$ cat src/ipm_pkg.sv
// Shared constants for the input parity and alarm monitor link
package ipm_pkg;
  localparam int unsigned CLK_NS         = 8;
  localparam int unsigned DATA_W         = 16;
  localparam int unsigned ALARM_W        = 13;
  localparam int unsigned PTR_W          = 8;
  // Register offsets (byte addresses)
  localparam logic [7:0]  OFS_CHECK_CTRL = 8'h00;
  localparam logic [7:0]  OFS_SHUTOFF    = 8'h04;
  localparam logic [7:0]  OFS_STATUS     = 8'h08;
  localparam logic [7:0]  OFS_MASK       = 8'h0C;
  // Control and shutoff bit positions
  localparam int unsigned CTL_WORD_PAR   = 0;
  localparam int unsigned CTL_BLOCK_PAR  = 1;
  localparam int unsigned CTL_ODD        = 2;
  localparam int unsigned CTL_SIF_TXEN   = 3;
  localparam int unsigned SHUT_CLOCK     = 0;
  localparam int unsigned SHUT_COLLIDE   = 1;
  // Alarm bit positions
  localparam int unsigned AL_ZERO        = 0;
  localparam int unsigned AL_FIFO        = 1;
  localparam int unsigned AL_TWO_APART   = 2;
  localparam int unsigned AL_ONE_APART   = 3;
  localparam int unsigned AL_COLLIDE     = 4;
  localparam int unsigned AL_CLOCK_GONE  = 5;
  localparam int unsigned AL_DACCLK_GONE = 6;
  localparam int unsigned AL_DCLK_GONE   = 7;
  localparam int unsigned AL_IOTEST      = 8;
  localparam int unsigned AL_PLL         = 9;
  localparam int unsigned AL_RPARITY     = 10;
  localparam int unsigned AL_FPARITY     = 11;
  localparam int unsigned AL_BLOCK_PAR   = 12;
  // Reset values
  localparam logic [3:0]  RST_CHECK_CTRL = 4'h0;
  localparam logic [1:0]  RST_SHUTOFF    = 2'h0;
  localparam logic [12:0] RST_MASK       = 13'h1FFF;
  // Timing
  localparam int unsigned DCLK_HALF_CYC  = 5;
  localparam int unsigned DCLK_LOSS_NS   = 400;
  localparam int unsigned DCLK_LOSS_CYC  = (DCLK_LOSS_NS + CLK_NS - 1) / CLK_NS;
  localparam int unsigned RST_PULSE_NS   = 25;
  localparam int unsigned RST_PULSE_CYC  = (RST_PULSE_NS + CLK_NS - 1) / CLK_NS;
  localparam int unsigned BLOCK_WORDS    = 16;
endpackage

$ cat src/ipm_link_if.sv
// Link between the data source and the monitored converter input port
`timescale 1ns/10ps
interface ipm_link_if;
  logic        dclk;
  logic [15:0] data;
  logic        parity_bit_input;
  logic        frame;
  logic        reset_n_pin;
  modport src (output dclk, output data, output parity_bit_input, output frame,
               output reset_n_pin);
  modport dev (input dclk, input data, input parity_bit_input, input frame,
               input reset_n_pin);
endinterface

$ cat src/ipm_monitor.sv
// Converter end: parity checks, sticky alarms, mask, shutoff, AHB-Lite registers
//
// Behaviour
// - Word parity counts ones over seventeen bits
// - Odd select one expects odd count
// - Source sends parity bit with every word
// - Rising and falling words checked separately
// - Rising frame edge closes parity block
// - Falling sample after boundary gives expected parity
// - High means odd; mismatch sets block alarm
// - Pointer-reset blocks are multiples of eight samples
// - Byte mode blocks align to frames
// - Word parity needs word-wide or fixed pins
// - Alarms sticky until software clears them or reset pin is low
// - All-zero write pointer raises zero alarm
// - Pointer proximity alarms plus summary alarm
// - Sample and data clock loss flagged
// - Lost lock sets PLL alarm
// - Pattern mismatch sets checker alarm
// - Clock or collision alarms force output off
// - Only unmasked alarms drive alarm pin
// - Reset pin pulsed low at least 25 ns
// - Single sync edge, no periodic sync
// - Software reads, fixes, resyncs, clears repeatedly
`timescale 1ns/10ps
module ipm_monitor
  import ipm_pkg::*;
(
  input  wire logic              hclk,
  input  wire logic              hresetn,
  input  wire logic              ce,
  ipm_link_if.dev                link,
  input  wire logic              hsel,
  input  wire logic [31:0]       haddr,
  input  wire logic [1:0]        htrans,
  input  wire logic              hwrite,
  input  wire logic [2:0]        hsize,
  input  wire logic [31:0]       hwdata,
  input  wire logic              hready,
  output logic      [31:0]       hrdata,
  output logic                   hreadyout,
  output logic                   hresp,
  input  wire logic [PTR_W-1:0]  fifo_wr_ptr,
  input  wire logic [PTR_W-1:0]  fifo_rd_ptr,
  input  wire logic              dacclk_lost,
  input  wire logic              pll_unlocked,
  input  wire logic              pattern_mismatch,
  input  wire logic              txenable_pin,
  output logic                   alarm_pin,
  output logic                   dac_output_on
);
  localparam int unsigned SW = DATA_W + 4;
  localparam int unsigned CW = $clog2(DCLK_LOSS_CYC + 1);

  function automatic logic [PTR_W-1:0] rot(input logic [PTR_W-1:0] v, input int unsigned n);
    rot = (v << n) | (v >> (PTR_W - n));
  endfunction

  // Three-stage capture of every link pin
  logic [SW-1:0]       s1;
  logic [SW-1:0]       s2;
  logic [SW-1:0]       s3;
  logic                dclk_q;
  logic                rise;
  logic                fall;
  logic [DATA_W-1:0]   din;
  logic                pin_par;
  logic                pin_frame;
  logic                pin_rst_n;
  logic [3:0]          ctrl;
  logic [1:0]          shut;
  logic [ALARM_W-1:0]  status;
  logic [ALARM_W-1:0]  mask;
  logic [ALARM_W-1:0]  events;
  logic                frame_rise_q;
  logic                block_acc;
  logic                block_exp;
  logic                block_due;
  logic                block_seen;
  logic [CW-1:0]       idle_cnt;
  logic                dclk_gone;
  logic                near1;
  logic                near2;
  logic                collide;
  logic                wparity;
  logic                ap_write;
  logic [7:0]          ap_addr;
  logic                dp_write;
  logic [ALARM_W-1:0]  clr;

  always_ff @(posedge hclk or negedge hresetn) begin
    if (!hresetn) begin
      s1 <= '0;
      s2 <= '0;
      s3 <= '0;
    end else if (ce) begin
      s1 <= {link.reset_n_pin, link.frame, link.parity_bit_input, link.dclk, link.data};
      s2 <= s1;
      s3 <= s2;
    end
  end

  assign din       = s3[DATA_W-1:0];
  assign pin_par   = s3[DATA_W+1];
  assign pin_frame = s3[DATA_W+2];
  assign pin_rst_n = s3[DATA_W+3];

  // A data-clock edge counts once the second and third stages agree
  always_ff @(posedge hclk or negedge hresetn) begin
    if (!hresetn) begin
      dclk_q <= 1'b0;
    end else if (ce && s2[DATA_W] == s3[DATA_W]) begin
      dclk_q <= s3[DATA_W];
    end
  end
  assign rise = (s2[DATA_W] == s3[DATA_W]) && s3[DATA_W] && !dclk_q;
  assign fall = (s2[DATA_W] == s3[DATA_W]) && !s3[DATA_W] && dclk_q;

  // Seventeen-bit count of ones against the odd/even selection
  assign wparity = (^{din, pin_par}) != ctrl[CTL_ODD];

  // Block parity: the word at the boundary opens the new block
  always_ff @(posedge hclk or negedge hresetn) begin
    if (!hresetn) begin
      frame_rise_q <= 1'b0;
      block_acc    <= 1'b0;
      block_exp    <= 1'b0;
      block_due    <= 1'b0;
      block_seen   <= 1'b0;
    end else if (ce) begin
      if (rise) begin
        frame_rise_q <= pin_frame;
        if (pin_frame && !frame_rise_q) begin
          block_exp  <= block_acc;
          block_due  <= block_seen;
          block_seen <= 1'b1;
          block_acc  <= ^din;
        end else begin
          block_acc  <= block_acc ^ (^din);
        end
      end else if (fall) begin
        block_acc <= block_acc ^ (^din);
        block_due <= 1'b0;
      end
    end
  end

  // Data clock loss watchdog
  always_ff @(posedge hclk or negedge hresetn) begin
    if (!hresetn) begin
      idle_cnt <= '0;
    end else if (ce) begin
      if (rise || fall) begin
        idle_cnt <= '0;
      end else if (!dclk_gone) begin
        idle_cnt <= idle_cnt + CW'(1);
      end
    end
  end
  assign dclk_gone = idle_cnt >= CW'(DCLK_LOSS_CYC);

  // Pointers are one-hot rings, so proximity is a rotated overlap
  assign collide = |(fifo_wr_ptr & fifo_rd_ptr);
  assign near1   = |(fifo_wr_ptr & (rot(fifo_rd_ptr, 1) | rot(fifo_rd_ptr, PTR_W - 1)));
  assign near2   = |(fifo_wr_ptr & (rot(fifo_rd_ptr, 2) | rot(fifo_rd_ptr, PTR_W - 2)));

  always_comb begin
    events                 = '0;
    events[AL_ZERO]        = fifo_wr_ptr == '0;
    events[AL_COLLIDE]     = collide;
    events[AL_ONE_APART]   = collide | near1;
    events[AL_TWO_APART]   = collide | near1 | near2;
    events[AL_FIFO]        = collide | near1 | near2;
    events[AL_DACCLK_GONE] = dacclk_lost;
    events[AL_DCLK_GONE]   = dclk_gone;
    events[AL_CLOCK_GONE]  = dacclk_lost | dclk_gone;
    events[AL_PLL]         = pll_unlocked;
    events[AL_IOTEST]      = pattern_mismatch;
    events[AL_RPARITY]     = ctrl[CTL_WORD_PAR] && rise && wparity;
    events[AL_FPARITY]     = ctrl[CTL_WORD_PAR] && fall && wparity;
    events[AL_BLOCK_PAR]   = ctrl[CTL_BLOCK_PAR] && fall && block_due
                             && (pin_frame != block_exp);
  end

  // AHB-Lite slave, zero wait states
  assign hreadyout = 1'b1;
  assign hresp     = 1'b0;

  always_ff @(posedge hclk or negedge hresetn) begin
    if (!hresetn) begin
      dp_write <= 1'b0;
      ap_addr  <= '0;
      hrdata   <= '0;
    end else if (ce && hready) begin
      dp_write <= hsel && htrans[1] && hwrite;
      ap_addr  <= haddr[7:0];
      if (hsel && htrans[1] && !hwrite) begin
        case (haddr[7:0])
          OFS_CHECK_CTRL: hrdata <= {28'h0000000, ctrl};
          OFS_SHUTOFF:    hrdata <= {30'h00000000, shut};
          OFS_STATUS:     hrdata <= {19'h00000, status};
          OFS_MASK:       hrdata <= {19'h00000, mask};
          default:        hrdata <= 32'h00000000;
        endcase
      end
    end
  end
  assign ap_write = dp_write;

  always_ff @(posedge hclk or negedge hresetn) begin
    if (!hresetn) begin
      ctrl <= RST_CHECK_CTRL;
      shut <= RST_SHUTOFF;
      mask <= RST_MASK;
    end else if (ce && ap_write) begin
      if (ap_addr == OFS_CHECK_CTRL) begin
        ctrl <= hwdata[3:0];
      end
      if (ap_addr == OFS_SHUTOFF) begin
        shut <= hwdata[1:0];
      end
      if (ap_addr == OFS_MASK) begin
        mask <= hwdata[ALARM_W-1:0];
      end
    end
  end

  // Writing a zero clears that flag; a new event in the same cycle still wins
  assign clr = (ap_write && ap_addr == OFS_STATUS) ? ~hwdata[ALARM_W-1:0] : '0;

  always_ff @(posedge hclk or negedge hresetn) begin
    if (!hresetn) begin
      status <= '0;
    end else if (ce) begin
      if (!pin_rst_n) begin
        status <= events;
      end else begin
        status <= (status & ~clr) | events;
      end
    end
  end

  // Masking only gates the pin, never the recorded status
  assign alarm_pin = |(status & ~mask);

  // Shutoff overrides both transmit enables
  assign dac_output_on = (txenable_pin | ctrl[CTL_SIF_TXEN])
                         && !(shut[SHUT_CLOCK] && status[AL_CLOCK_GONE])
                         && !(shut[SHUT_COLLIDE] && status[AL_COLLIDE]);
endmodule

$ cat src/flat_wrapper.sv
// flat-port wrapper written by rule: the top's interface ports become plain ports
module ipm_monitor_flat import ipm_pkg::*;
  (hclk, hresetn, ce, hsel, haddr, htrans, hwrite, hsize, hwdata, hready, hrdata, hreadyout, hresp, fifo_wr_ptr, fifo_rd_ptr, dacclk_lost, pll_unlocked, pattern_mismatch, txenable_pin, alarm_pin, dac_output_on, link_dclk, link_data, link_parity_bit_input, link_frame, link_reset_n_pin);
  ipm_link_if link_i ();
  input  wire logic hclk;
  input  wire logic hresetn;
  input  wire logic ce;
  input  wire logic hsel;
  input  wire logic [31:0] haddr;
  input  wire logic [1:0] htrans;
  input  wire logic hwrite;
  input  wire logic [2:0] hsize;
  input  wire logic [31:0] hwdata;
  input  wire logic hready;
  output logic      [31:0] hrdata;
  output logic hreadyout;
  output logic hresp;
  input  wire logic [PTR_W-1:0] fifo_wr_ptr;
  input  wire logic [PTR_W-1:0] fifo_rd_ptr;
  input  wire logic dacclk_lost;
  input  wire logic pll_unlocked;
  input  wire logic pattern_mismatch;
  input  wire logic txenable_pin;
  output logic alarm_pin;
  output logic dac_output_on;
  input wire logic [$bits(link_i.dclk)-1:0] link_dclk;
  input wire logic [$bits(link_i.data)-1:0] link_data;
  input wire logic [$bits(link_i.parity_bit_input)-1:0] link_parity_bit_input;
  input wire logic [$bits(link_i.frame)-1:0] link_frame;
  input wire logic [$bits(link_i.reset_n_pin)-1:0] link_reset_n_pin;
  assign link_i.dclk = link_dclk;
  assign link_i.data = link_data;
  assign link_i.parity_bit_input = link_parity_bit_input;
  assign link_i.frame = link_frame;
  assign link_i.reset_n_pin = link_reset_n_pin;
  ipm_monitor u_core (.hclk(hclk), .hresetn(hresetn), .ce(ce), .link(link_i), .hsel(hsel), .haddr(haddr), .htrans(htrans), .hwrite(hwrite), .hsize(hsize), .hwdata(hwdata), .hready(hready), .hrdata(hrdata), .hreadyout(hreadyout), .hresp(hresp), .fifo_wr_ptr(fifo_wr_ptr), .fifo_rd_ptr(fifo_rd_ptr), .dacclk_lost(dacclk_lost), .pll_unlocked(pll_unlocked), .pattern_mismatch(pattern_mismatch), .txenable_pin(txenable_pin), .alarm_pin(alarm_pin), .dac_output_on(dac_output_on));
endmodule
$ cat config.mk
export PLATFORM = sky130hd
export DESIGN_NAME = ipm_monitor_flat
export DESIGN_NICKNAME = d
export VERILOG_FILES = /design/src/ipm_pkg.sv /design/src/ipm_link_if.sv /design/src/ipm_monitor.sv /design/src/flat_wrapper.sv
export SDC_FILE = /design/constraint.sdc
export NUM_CORES = 1
export LEC_CHECK = 0
export BUFFER_PORTS_ARGS = -buffer_cell sky130_fd_sc_hd__buf_2
export CAP_MARGIN = 5
export CORE_ASPECT_RATIO = 0.7
export CORE_MARGIN = 4
export CORE_UTILIZATION = 45
export DETAILED_ROUTE_END_ITERATION = 10
export PLACE_DENSITY = 0.75
export SETUP_SLACK_MARGIN = 0.15
export SYNTH_ARGS = -nofsm -noshare
export SYNTH_HDL_FRONTEND = slang
export SYNTH_SLANG_ARGS = --single-unit
export TNS_END_PERCENT = 30
$ cat constraint.sdc
create_clock -name hclk -period 4.4 [get_ports hclk]
set_clock_uncertainty 0.1 [all_clocks]
set_input_delay 0.88 -clock hclk [delete_from_list [all_inputs] [get_ports hclk]]
set_output_delay 0.88 -clock hclk [all_outputs]
set_load 0.05 [all_outputs]
* Yosys cells after proc, flatten, opt, wreduce, memory -nomap -nowiden *
Cells that the tools add are included.

word-level totals
  bits in registers = 145
  input port bits = 115
  output and inout bits = 36
  logic and storage cells = 110

operators by class
  add/sub/neg operators = 1
  $lt $le $gt $ge = 1
  eq/ne operators = 11
  multiplexer cells = 11
  bitwise gates (word level) = 20
  reduce and logical (&&, ||, !) cells = 49

operators by type and width
  cell                                                 count
  case mux 13 bit (4 select lines)                     1
  inverter 13 bit                                      3
  equality test 8 x 4 -> 1 bit, second input constant  4
  AND 13 bit                                           2
  two-way mux 13 bit                                   2
  AND 8 bit                                            3
  zero test 8 bit                                      3
  OR reduction 8 bit                                   3
  logical AND 1 bit                                    23
  XOR reduction 17 bit                                 1
  equality test 8 x 3 -> 1 bit, second input constant  2
  OR 8 bit                                             2
  XOR reduction 16 bit                                 1
  AND reduction 2 bit                                  7
  OR 13 bit                                            1
  OR reduction 13 bit                                  1
  two-way mux 6 bit                                    2
  OR 8 x 1 -> 8 bit                                    1
  OR 8 x 2 -> 8 bit                                    1
  OR 8 x 6 -> 8 bit                                    1
  OR 8 x 7 -> 8 bit                                    1
  adder 6 x 1 -> 6 bit, second input constant          1
  >= comparator 6 bit, second input constant           1
  zero test 1 bit                                      6
  9 further kinds                                      20

* Depth between registers and ports, before layout *
Gate-level depths: netlist (run 1).

  depth after elaboration = 8
  mapped depth = 7
  depth with buffers taken out = 7

* Least setup slack after synthesis (run 1) *
Ideal clock, no wire load.

  path type = in2out
  from = input txenable_pin
  to = output dac_output_on
  data arrival time = 2.095 ns
  path slack = 1.325 ns
  stages = 2
  path buffers = 0
  cell sequence = nor2_1 a221oi_1

on the way
  longest elaborated chain between the ends = 3

RTL lines
  item                RTL line            text
  start: declaration  flat_wrapper.sv:23  input wire logic txenable_pin;
  OR 1 bit            ipm_monitor.sv:247  assign dac_output_on = (txenable_pin | ctrl[CTL_SIF_TXEN])
  logical AND 1 bit   ipm_monitor.sv:248  && !(shut[SHUT_CLOCK] && status[AL_CLOCK_GONE])
  logical AND 1 bit   ipm_monitor.sv:249  && !(shut[SHUT_COLLIDE] && status[AL_COLLIDE]);
  end: declaration    flat_wrapper.sv:25  output logic dac_output_on;

No other way between the ends.

* Worst setup path after layout (run 1) *
  from = input ce
  to = register u_core.hrdata[11]

on the way
  longest elaborated chain between the ends = 2

RTL lines
  item                                  RTL line            text
  start: declaration                    flat_wrapper.sv:7   input wire logic ce;
  logical AND 1 bit                     ipm_monitor.sv:194  end else if (ce && hready) begin
  AND reduction 2 bit (no source line)  -
  end signal: assignment                ipm_monitor.sv:199  OFS_CHECK_CTRL: hrdata <= {28'h0000000, ctrl};
  end signal: assignment                ipm_monitor.sv:200  OFS_SHUTOFF: hrdata <= {30'h00000000, shut};
  end signal: assignment                ipm_monitor.sv:201  OFS_STATUS: hrdata <= {19'h00000, status};
  end: declaration                      ipm_monitor.sv:40   output logic [31:0] hrdata,

No other way between the ends.
A chain may end at the register's enable or synchronous reset.

==> qor.csv, run 1 <==
stage,metric,value,unit
run_status,status,"finished, final reports clean",
place,gp_congestion,0.8332,
sta,rsz0062_at_grt,no,
clock_network,post_cts_buffers,0,
worst_setup_path,rr_worst_depth,6,
worst_setup_path,crit_type,in -> reg,
die,die-area,14930,um2
synth,synth_top_area_cell,dfrtp_1,
worst_setup_path,cp-start-kind,input pin,
synth,ys_seq_area_share,54.12,%
grt,overflow,0,
worst_setup_path,cp_max_fo,45,
route,postRouteWirelength,12010,um
clock_network,path_clk_slew,0.06,ns
clock_network,h-tree-depth,4,
clock_network,cts_made_buffers,17,
synth,yosysWarnings,0,
pwr,power_density,490.4,nW/um2
die,die_w,144.3,um
die,start_util,46.50,%
synth,synth_seq_cells,126,
clock_network,postCtsHoldBufs,0,
final_layout,n_antenna_cell,0,
clock_network,cts-root-buf,clkbuf_16,
hold_path,hold_path.class,reg -> reg,
route,wl_per_cell,16.42,um
worst_setup_path,rrSetupSlack,1.85,ns
place,dp.cells,699,
synth,synth_edf_count,0,
synth,synth_top_area_share,48.29,%
die,core-area,12590,um2
pwr,power.total,3.393,mW
synth,yosys-top-cells-area,"dfrtp_1 48%, mux2_2 15%, dfstp_2 5.8%",
route,viasPerCell,5.343,
run,cap_violations,0,
worst_setup_path,crit_path_end,u_core.hrdata[11],
final_layout,syn2layout_area_growth,18.16,%
worst_setup_path,critPathArrivalTime,3.18,ns
sta,fmax,0.3392,GHz
route,vias,3906,
sta,hold_violations,0,
final_layout,layoutNonFillerInstCount,731,
worst_setup_path,crit_path_cell_trace,buf_4 > nand2_1 > or3_4 > or4_4 > inv_2 > nand2_2 > o21ai_1,
grt,grt_pass1_wl,19780,um
place,hpwl,8317,um
worst_setup_path,reg2reg_to,u_core.status[12],
clock_network,clock_latency,0.41,ns
worst_setup_path,cp-end-kind,register,
worst_setup_path,crit_path_max_incr_delay,0.56,ns
clock_network,clkSinkCount,126,
pwr,irDropWorstVdd,287.7,uV
sta,timing.slew.headroom,55.30,%
synth,async_reset_ff_share,100.0,%
pwr,leakagePower,3.143,nW
route,ant_nets,0,
die,rows,34,
synth,postSynthCellCount,473,
synth,avgSynthCellArea,12.38,um2
route,drc,0,
synth,synthFlopType,dfrtp_1,
sta,finalSetupViolations,0,
final_layout,fin_nets,675,
die,boundaryPins,151,
grt,grt_antenna_before_repair,0,
worst_setup_path,timing.rr.start,u_core.ap_addr[4],
route,drt_iter0_markers,267,
synth,synth_area,5856,um2
clock_network,clock_path_buffers,2,
worst_setup_path,cp.required,4.63,ns
die,die_h,103.4,um
final_layout,drive_gt1_share,39.89,%
clock_network,cts_repair_resize_count,0,
grt,first_global_vias,3947,
synth,ys_types,54,
grt,grt_max_degree,80,
place,placedInstanceArea,6335,um2
grt,track_usage,16.89,%
sta,layout_worst_path_cycle_share,67.00,%
worst_setup_path,startpoint,ce,
place,port_buffers,82,
sta,tightest_slew,0.6689,ns
sta,final_max_slew_viol_count,0,
clock_network,cts_tree,yes,
final_layout,design_area,6919,um2
route,drt_first_pass_iters,5,
worst_setup_path,slowest_stage,or3_4,
sta,period_needed,2.948,ns
sta,fin_setup_tns,0,ns
==> cells in the final DEF (no fill, tap or decap), types with 4 or more instances in the layout <==
cell       Yosys  routed
a21oi_1        8       8
nand3_1        5       5
dfstp_2       13      13
clkbuf_16      0      17
o21ai_1       10      10
o31ai_1        4       4
inv_1         16      16
xnor2_1       17      17
o22ai_1        8       8
nor2b_1        4       4
o211ai_1       4       4
a22oi_1        4       4
nor4_1         4       4
ha_1           4       4
nand4_1        6       6
clkinv_4       0       4
mux2i_1       11      11
conb_1         2      21
mux2_2        77      77
buf_2          4      80
nand2_1       31      31
dfrtp_1      113     113
a22o_1         7       7
o21ai_0       32      32
nor2_1         5       5
nand2b_1       4       4
mux2_4        10      10
==> flip-flops by register name, summed over array words and instances, names as in the netlist, 6 cells and up <==
signal	cells
u_core.idle_cnt	6
u_core.status	13
u_core.mask	13
u_core.hrdata	13
u_core.s2	20
u_core.ap_addr	8
u_core.s1	20
u_core.s3	20
==> per-stage QoR <==
stage | util [%] | hold WS [ns] | worst slack [ns]
detailed placement | 50.31 | 0.3578 | 1.056
global placement | 50.31 | 0.3520 | 1.157
floorplan | - | 0.3400 | 1.325
finish | 54.95 | 0.3674 | 1.452
CTS | 54.95 | 0.3723 | 1.461
global route | 54.95 | 0.3993 | 1.244
==> logic make-up after synthesis <==
logic type / synth area share [%]
xor+xnor: 2.842
fa+ha+maj: 0.8547
mux: 20.02
simple gates: 7.457
compound gates: 9.423
other cells: 0.1283
flops: 54.12
buf+inv: 5.149
==> cell type report <==
class	instances	area, um2
clock inverter	12	137.6
inverter	17	63.81
timing repair buffer	84	442.9
sequential	126	3169
clock buffer	20	446.7
tap	162	202.7
fill	1061	5673
multi-input combinational	310	2456
==> worst max-delay path: cells and delay by family <==
kind                   cells  cell delay, ns
AOI/OAI and AO/OA          1            0.16
buffers and inverters      2            0.49
and+or+nand+nor            4            1.60
==> layer usage <==
metal	global-route usage [%]	vias up	wire length [um]
li1	-	1828	-
met1	22.76	1897	5303
met2	27.64	155	5676
met3	3.814	26	805
met4	5.233	0	220
met5	0	-	0
==> synth_stat cells (3+ instances only) <==
cell type / instances
o21ai_1: 10
o211ai_1: 4
nor2_1: 5
nand2_1: 31
o31ai_1: 4
a22o_1: 7
a22oi_1: 4
ha_1: 4
o21ai_0: 32
nor2b_1: 4
mux2_4: 10
buf_4: 21
a21oi_1: 8
inv_1: 16
xnor2_1: 17
dfrtp_1: 113
buf_2: 4
mux2_2: 77
nand4_1: 6
a21o_1: 3
a31oi_1: 3
dfstp_2: 13
nand2b_1: 4
nor4_1: 4
nand3_1: 5
clkbuf_1: 12
mux2i_1: 11
o22ai_1: 8
==> power breakdown <==
part	internal, mW	leakage (nW)	switching (mW)
clock network	0.853	0.281	0.516
registers	1.32	1.52	0.123
logic	0.288	1.34	0.296
==> worst min path at each step <==
stage,from,endpoint,slack [ns],cells after the start
3_3_place_gp,u_core.block_seen,u_core.block_seen,0.35,1
5_1_grt,u_core.block_seen,u_core.block_seen,0.40,1
2_1_floorplan,u_core.block_seen,u_core.block_seen,0.34,1
3_5_place_dp,u_core.block_seen,u_core.block_seen,0.36,1
4_1_cts,u_core.block_seen,u_core.block_seen,0.37,1
6_report,u_core.block_seen,u_core.block_seen,0.37,1
Note: power is estimated with default switching activity, not from simulation.
==> run 2: changes to the inputs <==
clock period = 2.9 ns   (was 4.4 ns; I/O delays follow)
==> qor.csv, run 2 (same netlist as run 1, synthesis figures left out) <==
stage,metric,value,unit
run_status,status,"finished, final reports clean",
pwr,leakagePower,3.176,nW
die,rows,34,
grt,grt_max_degree,54,
pwr,irDropWorstVdd,464.8,uV
sta,tightest_slew,0.6790,ns
worst_setup_path,cp.required,3.09,ns
final_layout,final_common_cell,dfrtp_1,
final_layout,final_core_util,55.30,%
route,drt_iter0_markers,266,
sta,layout_worst_path_cycle_share,86.36,%
hold_path,hold_path.class,in -> async,
sta,timing.slew.headroom,54.73,%
sta,fin_setup_tns,0,ns
worst_setup_path,critPathArrivalTime,2.69,ns
worst_setup_path,crit_path_cell_trace,or4b_4 > nor4_4 > nand3b_1 > o21ai_0 > a21oi_1 > or2_2,
route,wl_per_cell,16.41,um
die,start_util,46.50,%
sta,period_needed,2.505,ns
final_layout,top_regs,"u_core.s1 x20, u_core.s2 x20, u_core.s3 x20",
place,port_buffers,82,
sta,hold_violations,0,
grt,track_usage,16.52,%
route,viasPerCell,5.379,
grt,grt_antenna_before_repair,0,
worst_setup_path,cp_max_fo,12,
route,postRouteWirelength,12080,um
route,drc,0,
clock_network,cts_repair_resize_count,0,
worst_setup_path,crit_type,reg -> reg,
final_layout,regArea,3169,um2
route,vias,3959,
place,hpwl,8402,um
route,ant_nets,0,
final_layout,fin_nets,680,
sta,setup_ws,0.3954,ns
sta,final_max_slew_viol_count,0,
final_layout,multi_input_area,2456,um2
pwr,power_density,745.7,nW/um2
clock_network,path_clk_slew,0.05,ns
final_layout,drive_gt1_share,40.24,%
final_layout,syn2layout_area_growth,18.91,%
clock_network,postCtsHoldBufs,0,
grt,first_global_vias,3951,
sta,fmax,0.3993,GHz
sta,rsz0062_at_grt,no,
worst_setup_path,cp-end-kind,register,
run,cap_violations,0,
place,gp_congestion,0.8379,
place,pre_cts_ws,0.4278,ns
die,boundaryPins,151,
die,die_w,144.3,um
grt,grt_pass1_wl,19280,um
grt,overflow,0,
worst_setup_path,cp-start-kind,register,
worst_setup_path,crit_path_max_incr_delay,0.55,ns
final_layout,nFillCells,1051,
die,die_h,103.4,um
clock_network,post_cts_buffers,0,
final_layout,n_antenna_cell,0,
die,die-area,14930,um2
clock_network,cts_made_buffers,17,
sta,finalSetupViolations,0,
clock_network,h-tree-depth,4,
clock_network,clock_latency,0.41,ns
final_layout,final_cell_mix,"113 x dfrtp_1, 80 x buf_2, 77 x mux2_2",
route,drt_first_pass_iters,5,
clock_network,cts_tree,yes,
clock_network,clkSinkCount,126,
clock_network,clock_path_buffers,2,
worst_setup_path,slowest_stage,or4b_4,
die,core-area,12590,um2
clock_network,cts-root-buf,clkbuf_16,
-- run 2: cell types whose count changed in the layout (fill, tap and decap cells not counted) --
cell        before  now
buf_4            3    8
bufinv_16        2    3
clkbuf_1         2    3
clkinv_2         2    5
clkinv_4         4    1
clkinvlp_4       2    1
inv_6            2    1
-- run 2: worst paths after layout --
path	startpoint	cells after the start	endpoint	slack (ns)
max	u_core.ap_addr[4]	6	u_core.status[12]	0.40
min	hresetn	1	u_core.hrdata[2]	0.12
max reg2reg	u_core.ap_addr[4]	6	u_core.status[12]	0.40
min reg2reg	u_core.hrdata[9]	2	u_core.hrdata[9]	0.39
max in group asynchronous	hresetn	2	u_core.s1[16]	1.82
min in group hclk	pll_unlocked	2	u_core.status[9]	0.28
-- run 2: power breakdown --
part | switching [mW] | internal, mW | leakage (nW)
clock | 0.736 | 1.37 | 0.291
combinational | 0.463 | 0.442 | 1.37
sequential | 0.184 | 2.00 | 1.52
total | 1.38 | 3.81 | 3.18
-- run 2: area by class of cell --
class / instances / share of cell area (%)
Tap cell: 162 / 2.911
Clock buffer: 21 / 6.469
Sequential cell: 126 / 45.52
Clock inverter: 11 / 2.013
Multi-Input combinational cell: 310 / 35.27
Timing Repair Buffer: 89 / 6.900
Inverter: 17 / 0.9164
-- run 2: through the flow --
stage	power, mW	std cells	hold WS, ns	instance area [um2]
6_report	5.192	736	0.1170	6963
3_3_place_gp	3.061	704	0.3530	6372
4_1_cts	5.242	736	0.1244	6963
2_1_floorplan	2.871	492	0.1844	5927
5_1_grt	5.444	736	0.1513	6963
3_5_place_dp	3.110	704	0.3717	6372
-- run 2: critical path, delay by kind of cell, from the launching register on --
| kind | cells | cell delay [ns] |
|---|---|---|
| AO/OA/AOI/OAI | 2 | 0.40 |
| flip-flops | 1 | 0.38 |
| AND/OR/NAND/NOR | 4 | 1.50 |
-- run 2: layer usage --
layer	GRT usage (%)	vias up	part of all wire, %
met5	0	-	0
met4	4.731	0	0.92
met3	4.825	19	6.6
met2	26.65	149	47
met1	22.01	1952	45
li1	-	1839	-
==> run 3: changes to the inputs <==
clock period = 3.1 ns   (was 2.9 ns; I/O delays follow)
==> qor.csv, run 3 (same netlist as run 1, synthesis figures left out) <==
stage,metric,value,unit
pwr,power_frac_comb,17.7,%
run,cap_violations,0,
final_layout,top_regs,"u_core.s1 x20, u_core.s2 x20, u_core.s3 x20",
sta,rsz0062_at_grt,no,
route,ant_nets,0,
pwr,seq_power_share,43.0,%
hold_path,hold_path.class,in -> async,
pwr,p_sw,1.318,mW
grt,grt_pass1_wl,19950,um
sta,final_max_slew_viol_count,0,
sta,timing.slew.headroom,50.09,%
grt,track_usage,17.01,%
final_layout,n_antenna_cell,0,
clock_network,cts_made_buffers,17,
die,die_w,144.3,um
sta,finalSetupViolations,0,
clock_network,clock_path_buffers,2,
pwr,irDropWorstVdd,478.0,uV
final_layout,syn2layout_area_growth,18.53,%
die,die-area,14930,um2
pwr,p_sw_share,27.74,%
route,drc,0,
die,start_util,46.50,%
grt,grt_antenna_before_repair,0,
place,hpwl,8607,um
die,die_h,103.4,um
worst_setup_path,critPathArrivalTime,1.79,ns
clock_network,h-tree-depth,4,
route,viasPerCell,5.444,
final_layout,final_core_util,55.12,%
grt,overflow,0,
sta,hold_violations,0,
route,postRouteWirelength,12180,um
grt,first_global_vias,4062,
sta,setup_ws,0.5859,ns
clock_network,postCtsHoldBufs,0,
place,pre_cts_ws,0.5719,ns
worst_setup_path,cp-end-kind,output pin,
sta,tightest_slew,0.7486,ns
clock_network,clock_latency,0.41,ns
pwr,clock_power_share,39.3,%
worst_setup_path,crit_type,reg -> out,
route,drt_first_pass_iters,6,
grt,grt_max_degree,58,
sta,layout_worst_path_cycle_share,81.10,%
final_layout,drive_gt1_share,40.21,%
die,core-area,12590,um2
final_layout,final_common_cell,dfrtp_1,
clock_network,cts_tree,yes,
clock_network,post_cts_buffers,0,
clock_network,cts_repair_resize_count,0,
place,port_buffers,82,
pwr,p_int,3.434,mW
clock_network,path_clk_slew,0.06,ns
pwr,power_density,684.8,nW/um2
sta,period_needed,2.514,ns
final_layout,final_cell_mix,"113 x dfrtp_1, 80 x buf_2, 77 x mux2_2",
pwr,leakagePower,3.151,nW
die,rows,34,
route,vias,3996,
place,gp_congestion,0.8199,
route,wl_per_cell,16.59,um
worst_setup_path,cp-start-kind,register,
route,drt_iter0_markers,360,
die,boundaryPins,151,
final_layout,fin_nets,678,
final_layout,design_area,6940,um2
place,placedInstanceArea,6370,um2
run_status,status,"finished, final reports clean",
sta,fmax,0.3978,GHz
sta,fin_setup_tns,0,ns
clock_network,clkSinkCount,126,
worst_setup_path,cp_max_fo,3,
clock_network,cts-root-buf,clkbuf_16,
worst_setup_path,cp.required,2.38,ns
## run 3: final timing paths
kind / start / end / slack [ns] / cells past startpoint
worst min register to register: u_core.block_seen / u_core.block_seen / 0.37 / 1
min in group hclk: pll_unlocked / u_core.status[9] / 0.33 / 2
worst min-delay path: hresetn / u_core.ap_addr[5] / 0.18 / 1
worst max-delay path: u_core.mask[12] / alarm_pin / 0.59 / 4
max in group asynchronous: hresetn / u_core.mask[11] / 1.99 / 2
worst max register to register: u_core.ap_addr[4] / u_core.status[12] / 0.60 / 6
## run 3: layout make-up
class                   instances  area [um2]
clock buffers                  21       460.4
multi-input cells             310        2456
fillers                      1030        5652
repair buffers                 87       478.0
clock inverters                11       110.1
inverters                      17       63.81
well taps                     162       202.7
flip-flops and latches        126        3169
## run 3: through the flow
step                      instances  hold WS [ns]  total power, mW
after floorplan                 492        0.2244            2.686
after global placement          702        0.3518            2.862
after detailed placement        702        0.3572            2.910
after CTS                       734        0.1959            4.795
after global routing            734        0.2294            4.986
final                           734        0.1789            4.753
## run 3: power groups by stage
stage,sequential (mW),combinational (mW),clock (mW)
after global placement,2.05,0.810,0
after global routing,2.08,0.935,1.97
after detailed placement,2.07,0.841,0
final,2.05,0.839,1.87
after CTS,2.05,0.847,1.90
after floorplan,2.01,0.672,0
## run 3: metal layers
metal | up-vias | share of wire [%] | GRT usage [%] | wire length [um]
met2 | 165 | 49 | 28.50 | 5940
met5 | - | 0 | 0 | 0
met1 | 1972 | 43 | 22.00 | 5244
met3 | 30 | 6.6 | 4.320 | 801
met4 | 0 | 1.6 | 5.376 | 191
li1 | 1829 | - | - | -
## run 3: critical path, cell delays in order, from the launching register on
cell,delay (ns)
dfstp_2,0.55
o22ai_1,0.09
nor4_1,0.27
o2111ai_1,0.21
buf_2,0.27
